File: src/design/link_test_map.svh
`ifndef LINK_TEST_MAP_SVH
`define LINK_TEST_MAP_SVH

// Register indices; the byte address is four times the index.
`define IDX_OPTION     14'h0572
`define IDX_CTRL3      14'h0573
`define IDX_CTRL4      14'h0574
`define IDX_USER       14'h05A0
`define IDX_CFG        14'h05A1
`define IDX_STATUS     14'h05A2

// Reset values.
`define RST_OPTION     2'h0
`define RST_CTRL3      8'h00
`define RST_DELAY      4'h0
`define RST_USER       16'h0000
`define RST_CFG        32'h0000_0000

// Field positions.
`define POS_INVERT     1
`define POS_PDOWN      0
`define POS_DELAY_LO   4
`define POS_STATE_LO   8

// Test word constants.
`define WORD_CHECK     16'hAAAA
`define WORD_ONES      16'hFFFF
`define PN_SEED        31'h7FFF_FFFF
`endif

File: src/design/link_test_pkg.sv
package link_test_pkg;
    // Checksum selection.
    typedef enum logic [1:0] {
        CK_BYTES  = 2'h0,
        CK_FIELDS = 2'h1,
        CK_ZERO   = 2'h2,
        CK_UNUSED = 2'h3
    } ck_mode_t;

    // Where the generated pattern enters the transmit path.
    typedef enum logic [1:0] {
        INJ_SAMPLE = 2'h0,
        INJ_SYMBOL = 2'h1,
        INJ_SCRAM  = 2'h2,
        INJ_NONE   = 2'h3
    } inj_point_t;

    // Layout of the checksum and test pattern control register.
    typedef struct packed {
        ck_mode_t   mode;
        inj_point_t inj;
        logic [3:0] pat;
    } ctrl3_t;

    // Link sequencing states, one-hot.
    typedef enum logic [3:0] {
        ST_OFF  = 4'h1,
        ST_CGS  = 4'h2,
        ST_WAIT = 4'h4,
        ST_DATA = 4'h8
    } link_state_t;

    // Datapath samples travelling together.
    typedef struct packed {
        logic [15:0] sample;
        logic [7:0]  scram;
        logic [9:0]  symbol;
    } lane_data_t;
endpackage : link_test_pkg

File: src/design/link_test_ctrl.sv
`timescale 1ns/1ns
`include "link_test_map.svh"
module link_test_ctrl
    import link_test_pkg::*;
(
    input  wire logic        pclk,
    input  wire logic        presetn,
    input  wire logic        psel,
    input  wire logic        penable,
    input  wire logic        pwrite,
    input  wire logic [15:0] paddr,
    input  wire logic [31:0] pwdata,
    output logic      [31:0] prdata,
    output logic             pready,
    output logic             pslverr,
    input  wire lane_data_t  data_in,
    output lane_data_t       data_out,
    input  wire logic        sync_request_input,
    input  wire logic        lmfc_boundary,
    output logic             send_sync_chars,
    output logic             align_start,
    output logic [7:0]       checksum
);

    // Software-visible state.
    logic [1:0]  option_r;     // Bit 1 inverts symbols, bit 0 powers the link down.
    logic [1:0]  option_nxt;   // Next option value.
    ctrl3_t      ctrl3_r;      // Checksum mode, injection point and pattern.
    ctrl3_t      ctrl3_nxt;    // Next control value.
    logic [3:0]  delay_r;      // Alignment delay in boundaries minus one.
    logic [3:0]  delay_nxt;    // Next delay value.
    logic [15:0] user_r;       // User test word.
    logic [15:0] user_nxt;     // Next user word.
    logic [31:0] cfg_r;        // Link configuration table, four bytes.
    logic [31:0] cfg_nxt;      // Next configuration table.

    // Bus answer state.
    logic [31:0] prdata_r;     // Registered read data.
    logic [31:0] prdata_nxt;   // Next read data.
    logic        pready_r;     // Registered ready.
    logic        pready_nxt;   // Next ready.
    logic        pslverr_r;    // Registered error.
    logic        pslverr_nxt;  // Next error.

    // Decoded access.
    logic        hit_opt;      // Option register selected.
    logic        hit_c3;       // Control 3 selected.
    logic        hit_c4;       // Control 4 selected.
    logic        hit_user;     // User word selected.
    logic        hit_cfg;      // Configuration table selected.
    logic        hit_stat;     // Status selected.
    logic        mapped;       // Any register selected.
    logic        wr_go;        // Write takes effect this edge.

    // Pattern and link state.
    logic [30:0] pn_r;         // Shared PN shift register.
    logic [30:0] pn_nxt;       // Next PN state.
    logic [15:0] pat_r;        // Current pattern word.
    logic [15:0] pat_nxt;      // Next pattern word.
    logic        phase_r;      // Alternation phase for toggling patterns.
    logic        phase_nxt;    // Next phase.
    logic        once_r;       // Single user word already sent.
    logic        once_nxt;     // Next single-shot flag.
    logic [3:0]  last_pat_r;   // Pattern code seen last cycle.
    link_state_t state_r;      // Link sequencing state.
    link_state_t state_nxt;    // Next link state.
    logic [3:0]  bcnt_r;       // Boundaries counted since release.
    logic [3:0]  bcnt_nxt;     // Next boundary count.
    logic        start_r;      // Alignment start pulse.
    logic        start_nxt;    // Next start pulse.
    logic        cgs_r;        // Synchronization characters requested.
    logic        cgs_nxt;      // Next request.
    lane_data_t  out_r;        // Registered datapath.
    lane_data_t  out_nxt;      // Next datapath.
    logic [7:0]  ck_r;         // Registered checksum.
    logic [7:0]  ck_nxt;       // Next checksum.

    // One Fibonacci step of an n-bit PN register tapped at n and t.
    function automatic logic [30:0] pn_step(input logic [30:0] s,
                                            input logic [4:0]  n,
                                            input logic [4:0]  t);
        logic        fb;
        logic [30:0] mask;
        fb   = s[n - 5'd1] ^ s[t - 5'd1];
        mask = (31'h0000_0001 << n) - 31'h0000_0001;
        return ({s[29:0], fb}) & mask;
    endfunction : pn_step

    // Address decode; a word access only, low address bits must be zero.
    always_comb
    begin
        hit_opt  = (paddr[15:2] == `IDX_OPTION) && (paddr[1:0] == 2'h0);
        hit_c3   = (paddr[15:2] == `IDX_CTRL3)  && (paddr[1:0] == 2'h0);
        hit_c4   = (paddr[15:2] == `IDX_CTRL4)  && (paddr[1:0] == 2'h0);
        hit_user = (paddr[15:2] == `IDX_USER)   && (paddr[1:0] == 2'h0);
        hit_cfg  = (paddr[15:2] == `IDX_CFG)    && (paddr[1:0] == 2'h0);
        hit_stat = (paddr[15:2] == `IDX_STATUS) && (paddr[1:0] == 2'h0);
        mapped   = hit_opt | hit_c3 | hit_c4 | hit_user | hit_cfg | hit_stat;
        wr_go    = psel & penable & pready_r & pwrite & mapped;
    end

    // Bus answer: one wait state; read data is registered at the same edge that raises ready.
    always_comb
    begin
        pready_nxt  = psel & penable & ~pready_r;
        prdata_nxt  = prdata_r;
        pslverr_nxt = 1'b0;
        if (psel && penable && !pready_r)
        begin
            // Unmapped addresses answer with an error and zero data.
            pslverr_nxt = ~mapped;
            prdata_nxt  = 32'h0000_0000;
            if (hit_opt)
                prdata_nxt[1:0] = option_r;
            else if (hit_c3)
                prdata_nxt[7:0] = ctrl3_r;
            else if (hit_c4)
                prdata_nxt[7:4] = delay_r;
            else if (hit_user)
                prdata_nxt[15:0] = user_r;
            else if (hit_cfg)
                prdata_nxt = cfg_r;
            else if (hit_stat)
                prdata_nxt[11:0] = {state_r, ck_r};
        end
    end

    // Register writes; reserved bits are dropped and read back as zero.
    always_comb
    begin
        option_nxt = option_r;
        ctrl3_nxt  = ctrl3_r;
        delay_nxt  = delay_r;
        user_nxt   = user_r;
        cfg_nxt    = cfg_r;
        if (wr_go)
        begin
            if (hit_opt)
                option_nxt = pwdata[1:0];
            if (hit_c3)
                ctrl3_nxt = pwdata[7:0];
            if (hit_c4)
                delay_nxt = pwdata[`POS_DELAY_LO +: 4];
            if (hit_user)
                user_nxt = pwdata[15:0];
            if (hit_cfg)
                cfg_nxt = pwdata;
        end
    end

    // Checksum of the configuration table, truncated to a byte.
    always_comb
    begin
        logic [9:0] sum;
        sum = 10'h000;
        case (ctrl3_r.mode)
            CK_BYTES:
                sum = 10'(cfg_r[7:0]) + 10'(cfg_r[15:8])
                    + 10'(cfg_r[23:16]) + 10'(cfg_r[31:24]);
            CK_FIELDS:
                sum = 10'(cfg_r[4:0]) + 10'(cfg_r[7:5]) + 10'(cfg_r[15:8])
                    + 10'(cfg_r[20:16]) + 10'(cfg_r[23:21]) + 10'(cfg_r[31:24]);
            CK_ZERO:
                sum = 10'h000;
            default:
                sum = 10'h000;
        endcase
        ck_nxt = sum[7:0];
    end

    // Pattern generator. A code change restarts every pattern from its seed,
    // so a receiver checker can lock on a known starting point.
    always_comb
    begin
        pn_nxt    = pn_r;
        pat_nxt   = 16'h0000;
        phase_nxt = ~phase_r;
        once_nxt  = once_r;
        if (ctrl3_r.pat != last_pat_r)
        begin
            pn_nxt    = `PN_SEED;
            phase_nxt = 1'b0;
            once_nxt  = 1'b0;
            pat_nxt   = 16'h0000;
        end
        else
        begin
            case (ctrl3_r.pat)
                4'h1: pat_nxt = phase_r ? ~`WORD_CHECK : `WORD_CHECK;
                4'h2: pat_nxt = phase_r ? ~`WORD_ONES : `WORD_ONES;
                4'h3: pn_nxt  = pn_step(pn_r, 5'd31, 5'd28);
                4'h4: pn_nxt  = pn_step(pn_r, 5'd23, 5'd18);
                4'h5: pn_nxt  = pn_step(pn_r, 5'd15, 5'd14);
                4'h6: pn_nxt  = pn_step(pn_r, 5'd9,  5'd5);
                4'h7: pn_nxt  = pn_step(pn_r, 5'd7,  5'd6);
                4'h8: pat_nxt = pat_r + 16'h0001;
                4'hE: pat_nxt = user_r;
                4'hF:
                begin
                    // Single user word: sent once, then the lane idles at zero.
                    pat_nxt  = once_r ? 16'h0000 : user_r;
                    once_nxt = 1'b1;
                end
                default: pat_nxt = 16'h0000;
            endcase
            if ((ctrl3_r.pat >= 4'h3) && (ctrl3_r.pat <= 4'h7))
                pat_nxt = pn_nxt[15:0];
        end
    end

    // Link sequencing against the receiver's sync request.
    always_comb
    begin
        state_nxt = state_r;
        bcnt_nxt  = bcnt_r;
        start_nxt = 1'b0;
        cgs_nxt   = 1'b0;
        case (state_r)
            ST_OFF:
            begin
                if (!option_r[`POS_PDOWN])
                    state_nxt = ST_CGS;
            end
            ST_CGS:
            begin
                cgs_nxt  = sync_request_input;
                bcnt_nxt = 4'h0;
                if (!sync_request_input)
                    state_nxt = ST_WAIT;
            end
            ST_WAIT:
            begin
                // Count boundaries; the n+1-th one after release starts alignment.
                if (lmfc_boundary)
                begin
                    if (bcnt_r == delay_r)
                    begin
                        start_nxt = 1'b1;
                        state_nxt = ST_DATA;
                    end
                    else
                        bcnt_nxt = bcnt_r + 4'h1;
                end
            end
            ST_DATA:
            begin
                state_nxt = state_r;
            end
            default:
                state_nxt = ST_OFF;
        endcase
        // A renewed request sends the link back to synchronization at once.
        if ((state_r != ST_OFF) && sync_request_input)
        begin
            state_nxt = ST_CGS;
            cgs_nxt   = 1'b1;
            start_nxt = 1'b0;
        end
        if (option_r[`POS_PDOWN])
        begin
            state_nxt = ST_OFF;
            cgs_nxt   = 1'b0;
            start_nxt = 1'b0;
        end
    end

    // Datapath: inject the pattern at the chosen point, then invert symbols.
    always_comb
    begin
        out_nxt = data_in;
        if (ctrl3_r.pat != 4'h0)
        begin
            case (ctrl3_r.inj)
                INJ_SAMPLE: out_nxt.sample = pat_r;
                INJ_SYMBOL: out_nxt.symbol = pat_r[9:0];
                INJ_SCRAM:  out_nxt.scram  = pat_r[7:0];
                default:    out_nxt = data_in;
            endcase
        end
        if (option_r[`POS_INVERT])
            out_nxt.symbol = ~out_nxt.symbol;
    end

    // All state registers; the async reset loads constants only.
    always_ff @(posedge pclk or negedge presetn)
    begin
        if (!presetn)
        begin
            option_r   <= `RST_OPTION;
            ctrl3_r    <= `RST_CTRL3;
            delay_r    <= `RST_DELAY;
            user_r     <= `RST_USER;
            cfg_r      <= `RST_CFG;
            prdata_r   <= 32'h0000_0000;
            pready_r   <= 1'b0;
            pslverr_r  <= 1'b0;
            pn_r       <= `PN_SEED;
            pat_r      <= 16'h0000;
            phase_r    <= 1'b0;
            once_r     <= 1'b0;
            last_pat_r <= 4'h0;
            state_r    <= ST_OFF;
            bcnt_r     <= 4'h0;
            start_r    <= 1'b0;
            cgs_r      <= 1'b0;
            out_r      <= '0;
            ck_r       <= 8'h00;
        end
        else
        begin
            option_r   <= option_nxt;
            ctrl3_r    <= ctrl3_nxt;
            delay_r    <= delay_nxt;
            user_r     <= user_nxt;
            cfg_r      <= cfg_nxt;
            prdata_r   <= prdata_nxt;
            pready_r   <= pready_nxt;
            pslverr_r  <= pslverr_nxt;
            pn_r       <= pn_nxt;
            pat_r      <= pat_nxt;
            phase_r    <= phase_nxt;
            once_r     <= once_nxt;
            last_pat_r <= ctrl3_r.pat;
            state_r    <= state_nxt;
            bcnt_r     <= bcnt_nxt;
            start_r    <= start_nxt;
            cgs_r      <= cgs_nxt;
            out_r      <= out_nxt;
            ck_r       <= ck_nxt;
        end
    end

    // Outputs come straight from the registers above.
    assign prdata          = prdata_r;
    assign pready          = pready_r;
    assign pslverr         = pslverr_r;
    assign data_out        = out_r;
    assign send_sync_chars = cgs_r;
    assign align_start     = start_r;
    assign checksum        = ck_r;

endmodule : link_test_ctrl

File: config.mk
export PLATFORM = sky130hd
export DESIGN_NAME = link_test_ctrl
export DESIGN_NICKNAME = d
export VERILOG_FILES = /design/src/design/link_test_pkg.sv /design/src/design/link_test_ctrl.sv
export VERILOG_INCLUDE_DIRS = /design/src /design/src/design
export SDC_FILE = /design/constraint.sdc
export NUM_CORES = 1
export LEC_CHECK = 0
export BUFFER_PORTS_ARGS = -buffer_cell sky130_fd_sc_hd__clkbuf_2
export CORE_ASPECT_RATIO = 2
export CORE_MARGIN = 2
export CORE_UTILIZATION = 62
export DETAILED_ROUTE_END_ITERATION = 8
export PLACE_DENSITY = 0.88
export SLEW_MARGIN = 5
export SYNTH_ARGS = -nofsm -noshare
export SYNTH_HDL_FRONTEND = slang
export SYNTH_SLANG_ARGS = --single-unit
File: constraint.sdc
create_clock -name pclk -period 6.64 [get_ports pclk]
set_input_delay 0.664 -clock pclk [delete_from_list [all_inputs] [get_ports pclk]]
set_output_delay 0.664 -clock pclk [all_outputs]
set_load 0.03 [all_outputs]
Word level (Yosys, flattened, before mapping)
Index checks and enable logic that the tools add are counted.
{ "word_totals": {"word_cells": 159, "ff_bits": 201, "input_bits": 89, "out_inout_bits": 78} }
{ "op_classes": {"add_sub_neg": 10, "order_cmp": 2, "eq_ne": 32, "bitwise_logic": 19, "n_mux": 47, "n_reduce_logical": 25} }
{ "ops": {"columns": ["cell", "count"], "rows": [
  ["case mux 31 bit (5 select lines)", 1],
  ["2-to-1 mux 16 bit", 8],
  ["== test 14 x 11 -> 1 bit, second input constant", 6],
  ["case mux 16 bit (5 select lines)", 1],
  ["2-to-1 mux 24 bit", 2],
  ["2-to-1 mux 4 bit", 9],
  ["2-to-1 mux 34 bit", 1],
  ["adder 8 bit", 4],
  ["2-to-1 mux 31 bit", 1],
  ["2-to-1 mux 30 bit", 1],
  ["2-to-1 mux 12 bit", 2],
  ["== test 4 x 3 -> 1 bit, second input constant", 5],
  ["2-to-1 mux 10 bit", 2],
  ["2-to-1 mux 20 bit", 1],
  ["adder 16 x 1 -> 16 bit, second input constant", 1],
  ["== test 4 bit, second input constant", 4],
  ["2-to-1 mux 8 bit", 2],
  ["case mux 4 bit (4 select lines)", 1],
  ["case mux 8 bit (2 select lines)", 1],
  ["== test 4 x 2 -> 1 bit, second input constant", 3],
  ["2-to-1 mux 1 bit", 12],
  ["inequality test 4 bit, second input constant", 3],
  ["logical AND 1 bit", 10],
  ["NOT 10 bit", 1],
  ["other kinds (29)", 53]
]} }

Longest topological paths before layout
Gate-level depths: netlist of the first run.
{ "depth": {"depth_word": 9, "ltp_mapped": 13, "ltp_nobuf": 13} }

Worst setup path after synthesis of the first run
Ideal clock, no wire load.
{ "synth_path": {"path_kind": "reg2reg", "start": "register cfg_r[2]", "end": "register ck_r[6] (netlist: checksum[6])", "setup_time_ns": 0.082, "t_required_ns": 6.558, "slack_ns": 3.304, "period_less_slack_ns": 3.336, "t_arrival_ns": 3.254, "stages_incl_launch_ff": 13, "path_buffers": 0, "path_cell_list": "dfrtp_1 inv_1 fa_1 inv_1 fa_1 fa_1 ha_1 fa_1 a21o_1 a21oi_1 xnor2_1 a21oi_1 a31oi_1"} }
{ "synth_via": {"elab_chain_len": 6, "word_cells_on_any_way": 9, "classes_between": "add/sub (8); mux (1)"} }
{ "synth_rtl": {"columns": ["element", "line_no", "rtl"], "rows": [
  ["start: declaration", "link_test_ctrl.sv:34", "logic [31:0] cfg_r;"],
  ["start signal: assignment", "link_test_ctrl.sv:293", "cfg_r <= `RST_CFG;"],
  ["start signal: assignment", "link_test_ctrl.sv:315", "cfg_r <= cfg_nxt;"],
  ["adder 5 x 3 -> 6 bit", "link_test_ctrl.sv:161", "sum = 10'(cfg_r[4:0]) + 10'(cfg_r[7:5]) + 10'(cfg_r[15:8])"],
  ["adder 6 x 8 -> 8 bit", "link_test_ctrl.sv:161", null],
  ["adder 8 x 5 -> 8 bit", "link_test_ctrl.sv:162", "+ 10'(cfg_r[20:16]) + 10'(cfg_r[23:21]) + 10'(cfg_r[31:24]);"],
  ["adder 8 x 3 -> 8 bit", "link_test_ctrl.sv:162", null],
  ["adder 8 bit", "link_test_ctrl.sv:162", null],
  ["case mux 8 bit (2 select lines) *", "link_test_ctrl.sv:156", "case (ctrl3_r.mode)"],
  ["named net ck_nxt[6]", "link_test_ctrl.sv:76", "logic [7:0] ck_nxt;"],
  ["end signal: assignment", "link_test_ctrl.sv:329", "ck_r <= ck_nxt;"],
  ["end: declaration", "link_test_ctrl.sv:75", "logic [7:0] ck_r;"]
]} }
The timed path passes the listed nets; every way through them passes the cells marked *.
A chain may end at the register's enable or synchronous reset.

Final worst setup path of the first run
{ "layout_path": {"start": "register cfg_r[7]", "end": "register ck_r[6] (netlist: checksum[6])"} }
{ "layout_via": {"elab_chain_len": 6} }
{ "layout_rtl": {"columns": ["element", "line_no"], "rows": [
  ["adder 5 x 3 -> 6 bit", "link_test_ctrl.sv:161"],
  ["adder 6 x 8 -> 8 bit", "link_test_ctrl.sv:161"],
  ["adder 8 x 5 -> 8 bit", "link_test_ctrl.sv:162"],
  ["adder 8 x 3 -> 8 bit", "link_test_ctrl.sv:162"],
  ["adder 8 bit", "link_test_ctrl.sv:162"],
  ["case mux 8 bit (2 select lines)", "link_test_ctrl.sv:156"],
  ["named net ck_nxt[6]", "link_test_ctrl.sv:76"]
]} }
The timed path passes the listed nets, and every way through them passes these cells.

==> results_dict.tcl, run 1 <==
set metrics [dict create \
    layout.area.seq_sq_um 5070 \
    post-cts-setup-buffers 0 \
    yosys_register_bits 201 \
    critPathSlowestCell "fa_1" \
    critical_path_arrival_ps 4000 \
    yosysSeqAreaShare 0.487 \
    drive_gt1_frac 0.325 \
    synth_cells 873 \
    hold_class "primary input to asynchronous set/reset pin" \
    cts_root_buf "clkbuf_16" \
    cts_buffers 18 \
    ys_warn_count 0 \
    clkTransAtPathRegs_ps 60 \
    cp_common_cell "fa_1" \
    hold_viol 0 \
    cts_resized 0 \
    nFillCells 1100 \
    die-area_sq_um 17900 \
    viasPerCell 6.32 \
    p_per_area_nw_per_um2 214 \
    tns_ps 0 \
    synth_top_area_frac 0.406 \
    grt_antenna_before_repair 1 \
    start_kind "register" \
    p_clk_frac 0.432 \
    dp_hpwl_mm 18.4 \
    wire_per_inst_um 21.3 \
    insertion_delay_ps 490 \
    die_y_um 187 \
    ys_types 69 \
    ant_nets 0 \
    outcome "complete, no violations" \
    drt_drc_violations_left 0 \
    irDropWorstVdd_mv 0.216 \
    place_congestion 0.918 \
    dr.first_iter.drc_count 647 \
    crit_fanout 4 \
    syn_avg_cell_area_sq_um 11.9 \
    grt_usage 0.300 \
    sw_frac_of_total 0.232 \
    period_minus_slack_ps 3610 \
    max_slew_margin 0.173 \
    synth_area_leaders "dfrtp_1, dfstp_2, mux2_2, fa_1, mux2_4" \
    syn-cell-area_sq_um 10400 \
    switchingPower_uw 591 \
    ioPinCount 167 \
    wl_mm 26.3 \
    grt_overflow 0 \
    initial_utilization 0.628 \
    areaGrowthSynthToFinish_pct 14.4 \
    io_buffers 166 \
    intPower_uw 1960 \
    max_stage_delay_ps 500 \
    cp.required_ps 7040 \
    setup_slack_ps 3030 \
    endpoint_kind "register" \
    place_area_sq_um 11300 \
    cts_tree "done" \
    core.rowCount 67 \
    grt_pass1_vias 7949 \
    async_flop_share 1.00 \
    dp_slack_ps 3100 \
    maxCapViolCount 0 \
    h-tree-depth 1 \
    clk_path_buf_depth 3 \
    dieWidth_um 95.7 \
    post-route-util 0.718 \
    min_period_over_period 0.543 \
    setup.worst_path.class "register to register" \
    first_pass_iters 5 \
    grt_start_max_net_pins 124 \
    ctsHoldBuffers 0 \
    grt_pass1_wl_mm 42.1 \
    syn-num-nets 1011 \
    multi_input_area_sq_um 4920 \
    post-route-cell-area_sq_um 11900 \
    rsz0062_at_grt "false" \
    slew_viol_final 0 \
    synth_edf_count 0 \
    p_leak_uw 0.00579 \
    seqPwrFrac 0.496 \
    coreArea_sq_um 16600 \
    finalSetupViolCount 0 \
    max_clock_freq_ghz 0.277 \
    finClkSkew_ps 5.34 \
    worst_slew_pin_slew_ps 1240 \
    cts_sinks 201 \
    vias 7791 \
    power_frac_comb 0.072 \
    synth-main-ff-cell "dfrtp_1" \
    synth_top_cell_by_area "dfrtp_1" \
    cp_cell_sequence "inv_1 > fa_1 > inv_1 > fa_1 > fa_1 > ha_1 > fa_1 > a21o_1 > a21oi_1 > xnor2_1 > a21oi_1 > a31oi_1" \
    fin_nets 1150 \
]
sequential cells by signal (all words and copies together), names as in the netlist, 4 cells and up:
signal	cells
prdata	32
pat_r	16
cfg_r	32
delay_r	4
last_pat_r	4
pn_r	31
user_r	16
checksum	8
state_r	4
data_out	34
ctrl3_r	8
bcnt_r	4
through the flow:
| stage | hold slack (ps) | power (uW) | cells |
|---|---|---|---|
| 2_1_floorplan | 349 | 1380 | 873 |
| 3_3_place_gp | 464 | 1460 | 1199 |
| 3_5_place_dp | 475 | 1470 | 1199 |
| 4_1_cts | 368 | 2560 | 1231 |
| 5_1_grt | 404 | 2620 | 1232 |
| 6_report | 328 | 2550 | 1232 |
worst paths after layout:
check                      cells after the start            to  slack, ps   startpoint
min in group pclk                              2  data_out[30]        400  data_in[30]
max reg2reg                                   12   checksum[6]       3030     cfg_r[7]
max                                           12   checksum[6]       3030     cfg_r[7]
max in group asynchronous                      2    user_r[11]       4770      presetn
min reg2reg                                    2    prdata[10]        490   prdata[10]
min                                            1     cfg_r[16]        330      presetn
critical path: cells and delay by family (launching register included):
kind                       cells  cell delay, ps
buffers and inverters          2             130
DFF                            1             410
adders and majority gates      5            2190
AOI/OAI and AO/OA              4             630
xor gates and xnor gates       1             130
power groups by stage:
stage	registers [uW]	clock network, uW	logic [uW]
3_5_place_dp	1290	0	181
4_1_cts	1270	1120	183
6_report	1270	1100	183
2_1_floorplan	1310	0	70.7
5_1_grt	1270	1150	199
3_3_place_gp	1290	0	177
final cells by class:
class,instances,area share
clock inverters,6,0.00735
repair buffers,170,0.0730
diodes,1,0.000210
flip-flops and latches,201,0.425
well taps,207,0.0217
clock buffers,26,0.0455
multi-input cells,575,0.412
inverters,46,0.0145
cell usage after synthesis (10+ instances only):
| cell | instances |
|---|---|
| nor3_1 | 13 |
| mux2i_1 | 32 |
| dfrtp_1 | 169 |
| nand2_1 | 55 |
| a211oi_1 | 10 |
| ha_1 | 22 |
| xnor2_1 | 39 |
| inv_1 | 46 |
| nand3_1 | 26 |
| mux2_2 | 57 |
| clkbuf_1 | 30 |
| mux2_4 | 30 |
| nor2_1 | 38 |
| buf_2 | 13 |
| a21oi_1 | 36 |
| dfstp_2 | 32 |
| o21ai_0 | 19 |
| fa_1 | 27 |
| a221o_1 | 22 |
| a22o_1 | 17 |
cell families after synthesis:
kind of cell	share of synthesized area
AOI/OAI and AO/OA	0.112
xor gates and xnor gates	0.0395
adders and majority gates	0.0783
buffers and inverters	0.0424
DFF	0.487
muxes	0.138
and+or+nand+nor	0.103
placed cells by master, fill, tap and decap left out, types with 5 or more instances in the layout:
cell and instances:
o31ai_1 7, a31oi_1 7, dfrtp_1 169, xnor2_1 39, a21o_1 6, a21oi_1 36
a22o_1 17, nor2b_1 7, nor3_1 12, xor2_1 8, a221o_1 22, dfstp_2 32
or3_1 6, nor2_1 38, ha_1 22, nand2_1 55, a221oi_1 9, mux2i_1 32
and3_1 6, a211oi_1 10, clkbuf_16 19, o21ai_0 19, fa_1 27, clkbuf_2 165
nand3_1 26, a22oi_1 6, nand4_1 9, mux2_4 30, mux2_2 57, clkbuf_8 5
inv_1 46
per-layer routing:
layer / global-route usage / wire [um]
met1: 0.416 / 10300
met3: 0.0403 / 1950
met2: 0.479 / 12800
met5: 0 / 0
met4: 0.116 / 1230
No activity file was read; power rests on OpenSTA's default activity.
==> run 2: changes to the inputs <==
--- a/config.mk
+++ b/config.mk
@@ -9,9 +9,9 @@
 export BUFFER_PORTS_ARGS = -buffer_cell sky130_fd_sc_hd__clkbuf_2
 export CORE_ASPECT_RATIO = 2
 export CORE_MARGIN = 2
-export CORE_UTILIZATION = 62
+export CORE_UTILIZATION = 52
 export DETAILED_ROUTE_END_ITERATION = 8
-export PLACE_DENSITY = 0.88
+export PLACE_DENSITY = 0.79
 export SLEW_MARGIN = 5
 export SYNTH_ARGS = -nofsm -noshare
 export SYNTH_HDL_FRONTEND = slang
==> constraint.sdc (replaced) <==
create_clock -name pclk -period 3.3 [get_ports pclk]
set_input_delay 0.33 -clock pclk [delete_from_list [all_inputs] [get_ports pclk]]
set_output_delay 0.33 -clock pclk [all_outputs]
set_load 0.03 [all_outputs]
==> run 2 against run 1 <==
Compared with the run above: die area up 19%; largest power group unchanged; global-route usage down 3.2 points; via count about the same; the run now ends with setup timing left; sequential power grew 100%; final cell count up 7.7%; sequential share of layout area shrank 1.6 points; wire length increased by 6.9%; core utilization is 9.0 points lower; highest routed layer unchanged; count of clock-buffer cells in the layout stayed put; clock skew grew 5.6 ps; critical path type unchanged; setup slack got worse by 3100 ps.
==> results_dict.tcl, run 2 (same netlist as run 1, synthesis figures left out) <==
set metrics [dict create \
    io_buffers 166 \
    grt_pass1_wl_mm 44.3 \
    finalSetupViolCount 3 \
    cts_buffers 19 \
    max_clock_freq_ghz 0.300 \
    die_y_um 204 \
    h-tree-depth 1 \
    core.rowCount 73 \
    clk_path_buf_depth 3 \
    cp.required_ps 3710 \
    initial_utilization 0.528 \
    ioPinCount 167 \
    drt_drc_violations_left 0 \
    cts_root_buf "clkbuf_16" \
    rsz0062_at_grt "true" \
    coreArea_sq_um 19700 \
    grt_antenna_before_repair 1 \
    clkTransAtPathRegs_ps 60 \
    grt_pass1_vias 8187 \
    use_met2 0.519 \
    insertion_delay_ps 490 \
    r2r_end "checksum[7]" \
    cp-startpoint "cfg_r[11]" \
    min_period_over_period 1.01 \
    endpoint "checksum[7]" \
    largest_reg_flops 34 \
    die-area_sq_um 21300 \
    r2r_start "cfg_r[11]" \
    setup_slack_ps -33.1 \
    grt_usage 0.268 \
    grt_start_max_net_pins 89 \
    use_met3 0.0277 \
    hold_class "primary input to register" \
    hold_slack_ps 66.5 \
    hold_viol 0 \
    first_pass_iters 5 \
    dp_hpwl_mm 21.5 \
    period_minus_slack_ps 3330 \
    outcome "finished with violations" \
    critical_path_arrival_ps 3740 \
    p_per_area_nw_per_um2 426 \
    cts_sinks 201 \
    grt_overflow 0 \
    max_slew_margin 0.240 \
    endpoint_kind "register" \
    grt.busiest_layer "met2" \
    irDropWorstVdd_mv 0.349 \
    r2r_setup_slack_ps -30 \
    slew_viol_final 0 \
    met1_usage 0.281 \
    tns_ps -76.9 \
    maxCapViolCount 0 \
    dieWidth_um 104 \
    mostFrequentLayoutCell "dfrtp_1" \
    drive_gt1_frac 0.357 \
    reg2reg_depth 11 \
    dr.first_iter.drc_count 404 \
    power_uw 5280 \
    wire_per_inst_um 21.2 \
    p_leak_uw 0.00601 \
    worst_slew_pin_slew_ps 1130 \
    setup.worst_path.class "register to register" \
    finClkSkew_ps 11.0 \
    crit_fanout 2 \
    viasPerCell 5.87 \
    ant_nets 0 \
    cts_tree "done" \
    fin_nets 1191 \
    violations "setup timing" \
    vias 7787 \
    areaGrowthSynthToFinish_pct 18.9 \
    place_congestion 0.925 \
    wl_mm 28.1 \
    start_kind "register" \
    layout_common_cells "dfrtp_1, clkbuf_2, mux2_2, nand2_1, inv_1" \
]
## run 2: cell count changes in the layout (fill, tap and decap cells not counted), moves of 2 or more
cell        delta
a211oi_1       -3
a211oi_2       +3
ha_4           +2
clkbuf_8       -2
clkbuf_1       +2
clkinvlp_4     -3
a21oi_2        +2
a21oi_1        -2
buf_4         +38
ha_1           -2
bufinv_16      +2
## run 2: routing by layer
metal | vias up | wire, um
li1 | 3500 | -
met1 | 3946 | 9340
met2 | 256 | 16100
met3 | 85 | 1100
met4 | 0 | 1590
met5 | - | 0
## run 2: layout make-up
cell class / count / area, sq um
Clock buffer: 26 / 522
Timing Repair Buffer: 210 / 1180
Tap cell: 262 / 328
Fill cell: 1609 / 7340
Clock inverter: 6 / 130
Inverter: 46 / 173
Antenna cell: 1 / 2.50
Multi-Input combinational cell: 575 / 4980
Sequential cell: 201 / 5070
## run 2: stage by stage
stage / cell area [sq um] / setup slack, ps / utilization / cells
final: 12400 / -33.1 / 0.628 / 1327
after detailed placement: 11700 / -152 / 0.591 / 1293
after floorplan: 10400 / -5.39 / - / 873
after CTS: 12400 / -76.0 / 0.627 / 1326
after global placement: 11700 / -105 / 0.591 / 1293
after global routing: 12400 / -150 / 0.628 / 1327
## run 2: power breakdown
| part | switching [uW] | leakage, uW | internal, uW |
|---|---|---|---|
| sequential | 44.7 | 0.00260 | 2510 |
| clock | 928 | 0.000319 | 1420 |
| combinational | 240 | 0.00310 | 133 |
## run 2: timing repair
action	4_1_cts	5_1_grt
endpoints found under the setup margin	3	4
setup buffers	0	0
gates resized for setup	8	3
pin swaps	13	4
hold buffers	1	0
hold endpoints to repair	85	0
## run 2: worst max-delay path, cell delays in order (launching register included)
cell	delay [ps]
dfrtp_1	400
fa_1	600
inv_1	70
fa_1	460
fa_1	520
inv_2	60
ha_4	260
a211oi_2	70
o21bai_1	160
a21oi_2	80
or4b_4	480
nand4_1	100
## run 2: how the worst min path moves through the flow
stage                     from           to  cells past startpoint
floorplan              presetn  align_start                      0
global placement       presetn    bcnt_r[0]                      1
detailed placement     presetn    bcnt_r[0]                      1
CTS                 pwdata[30]    cfg_r[30]                      2
finish              pwdata[30]    cfg_r[30]                      2
global route        pwdata[23]    cfg_r[23]                      2
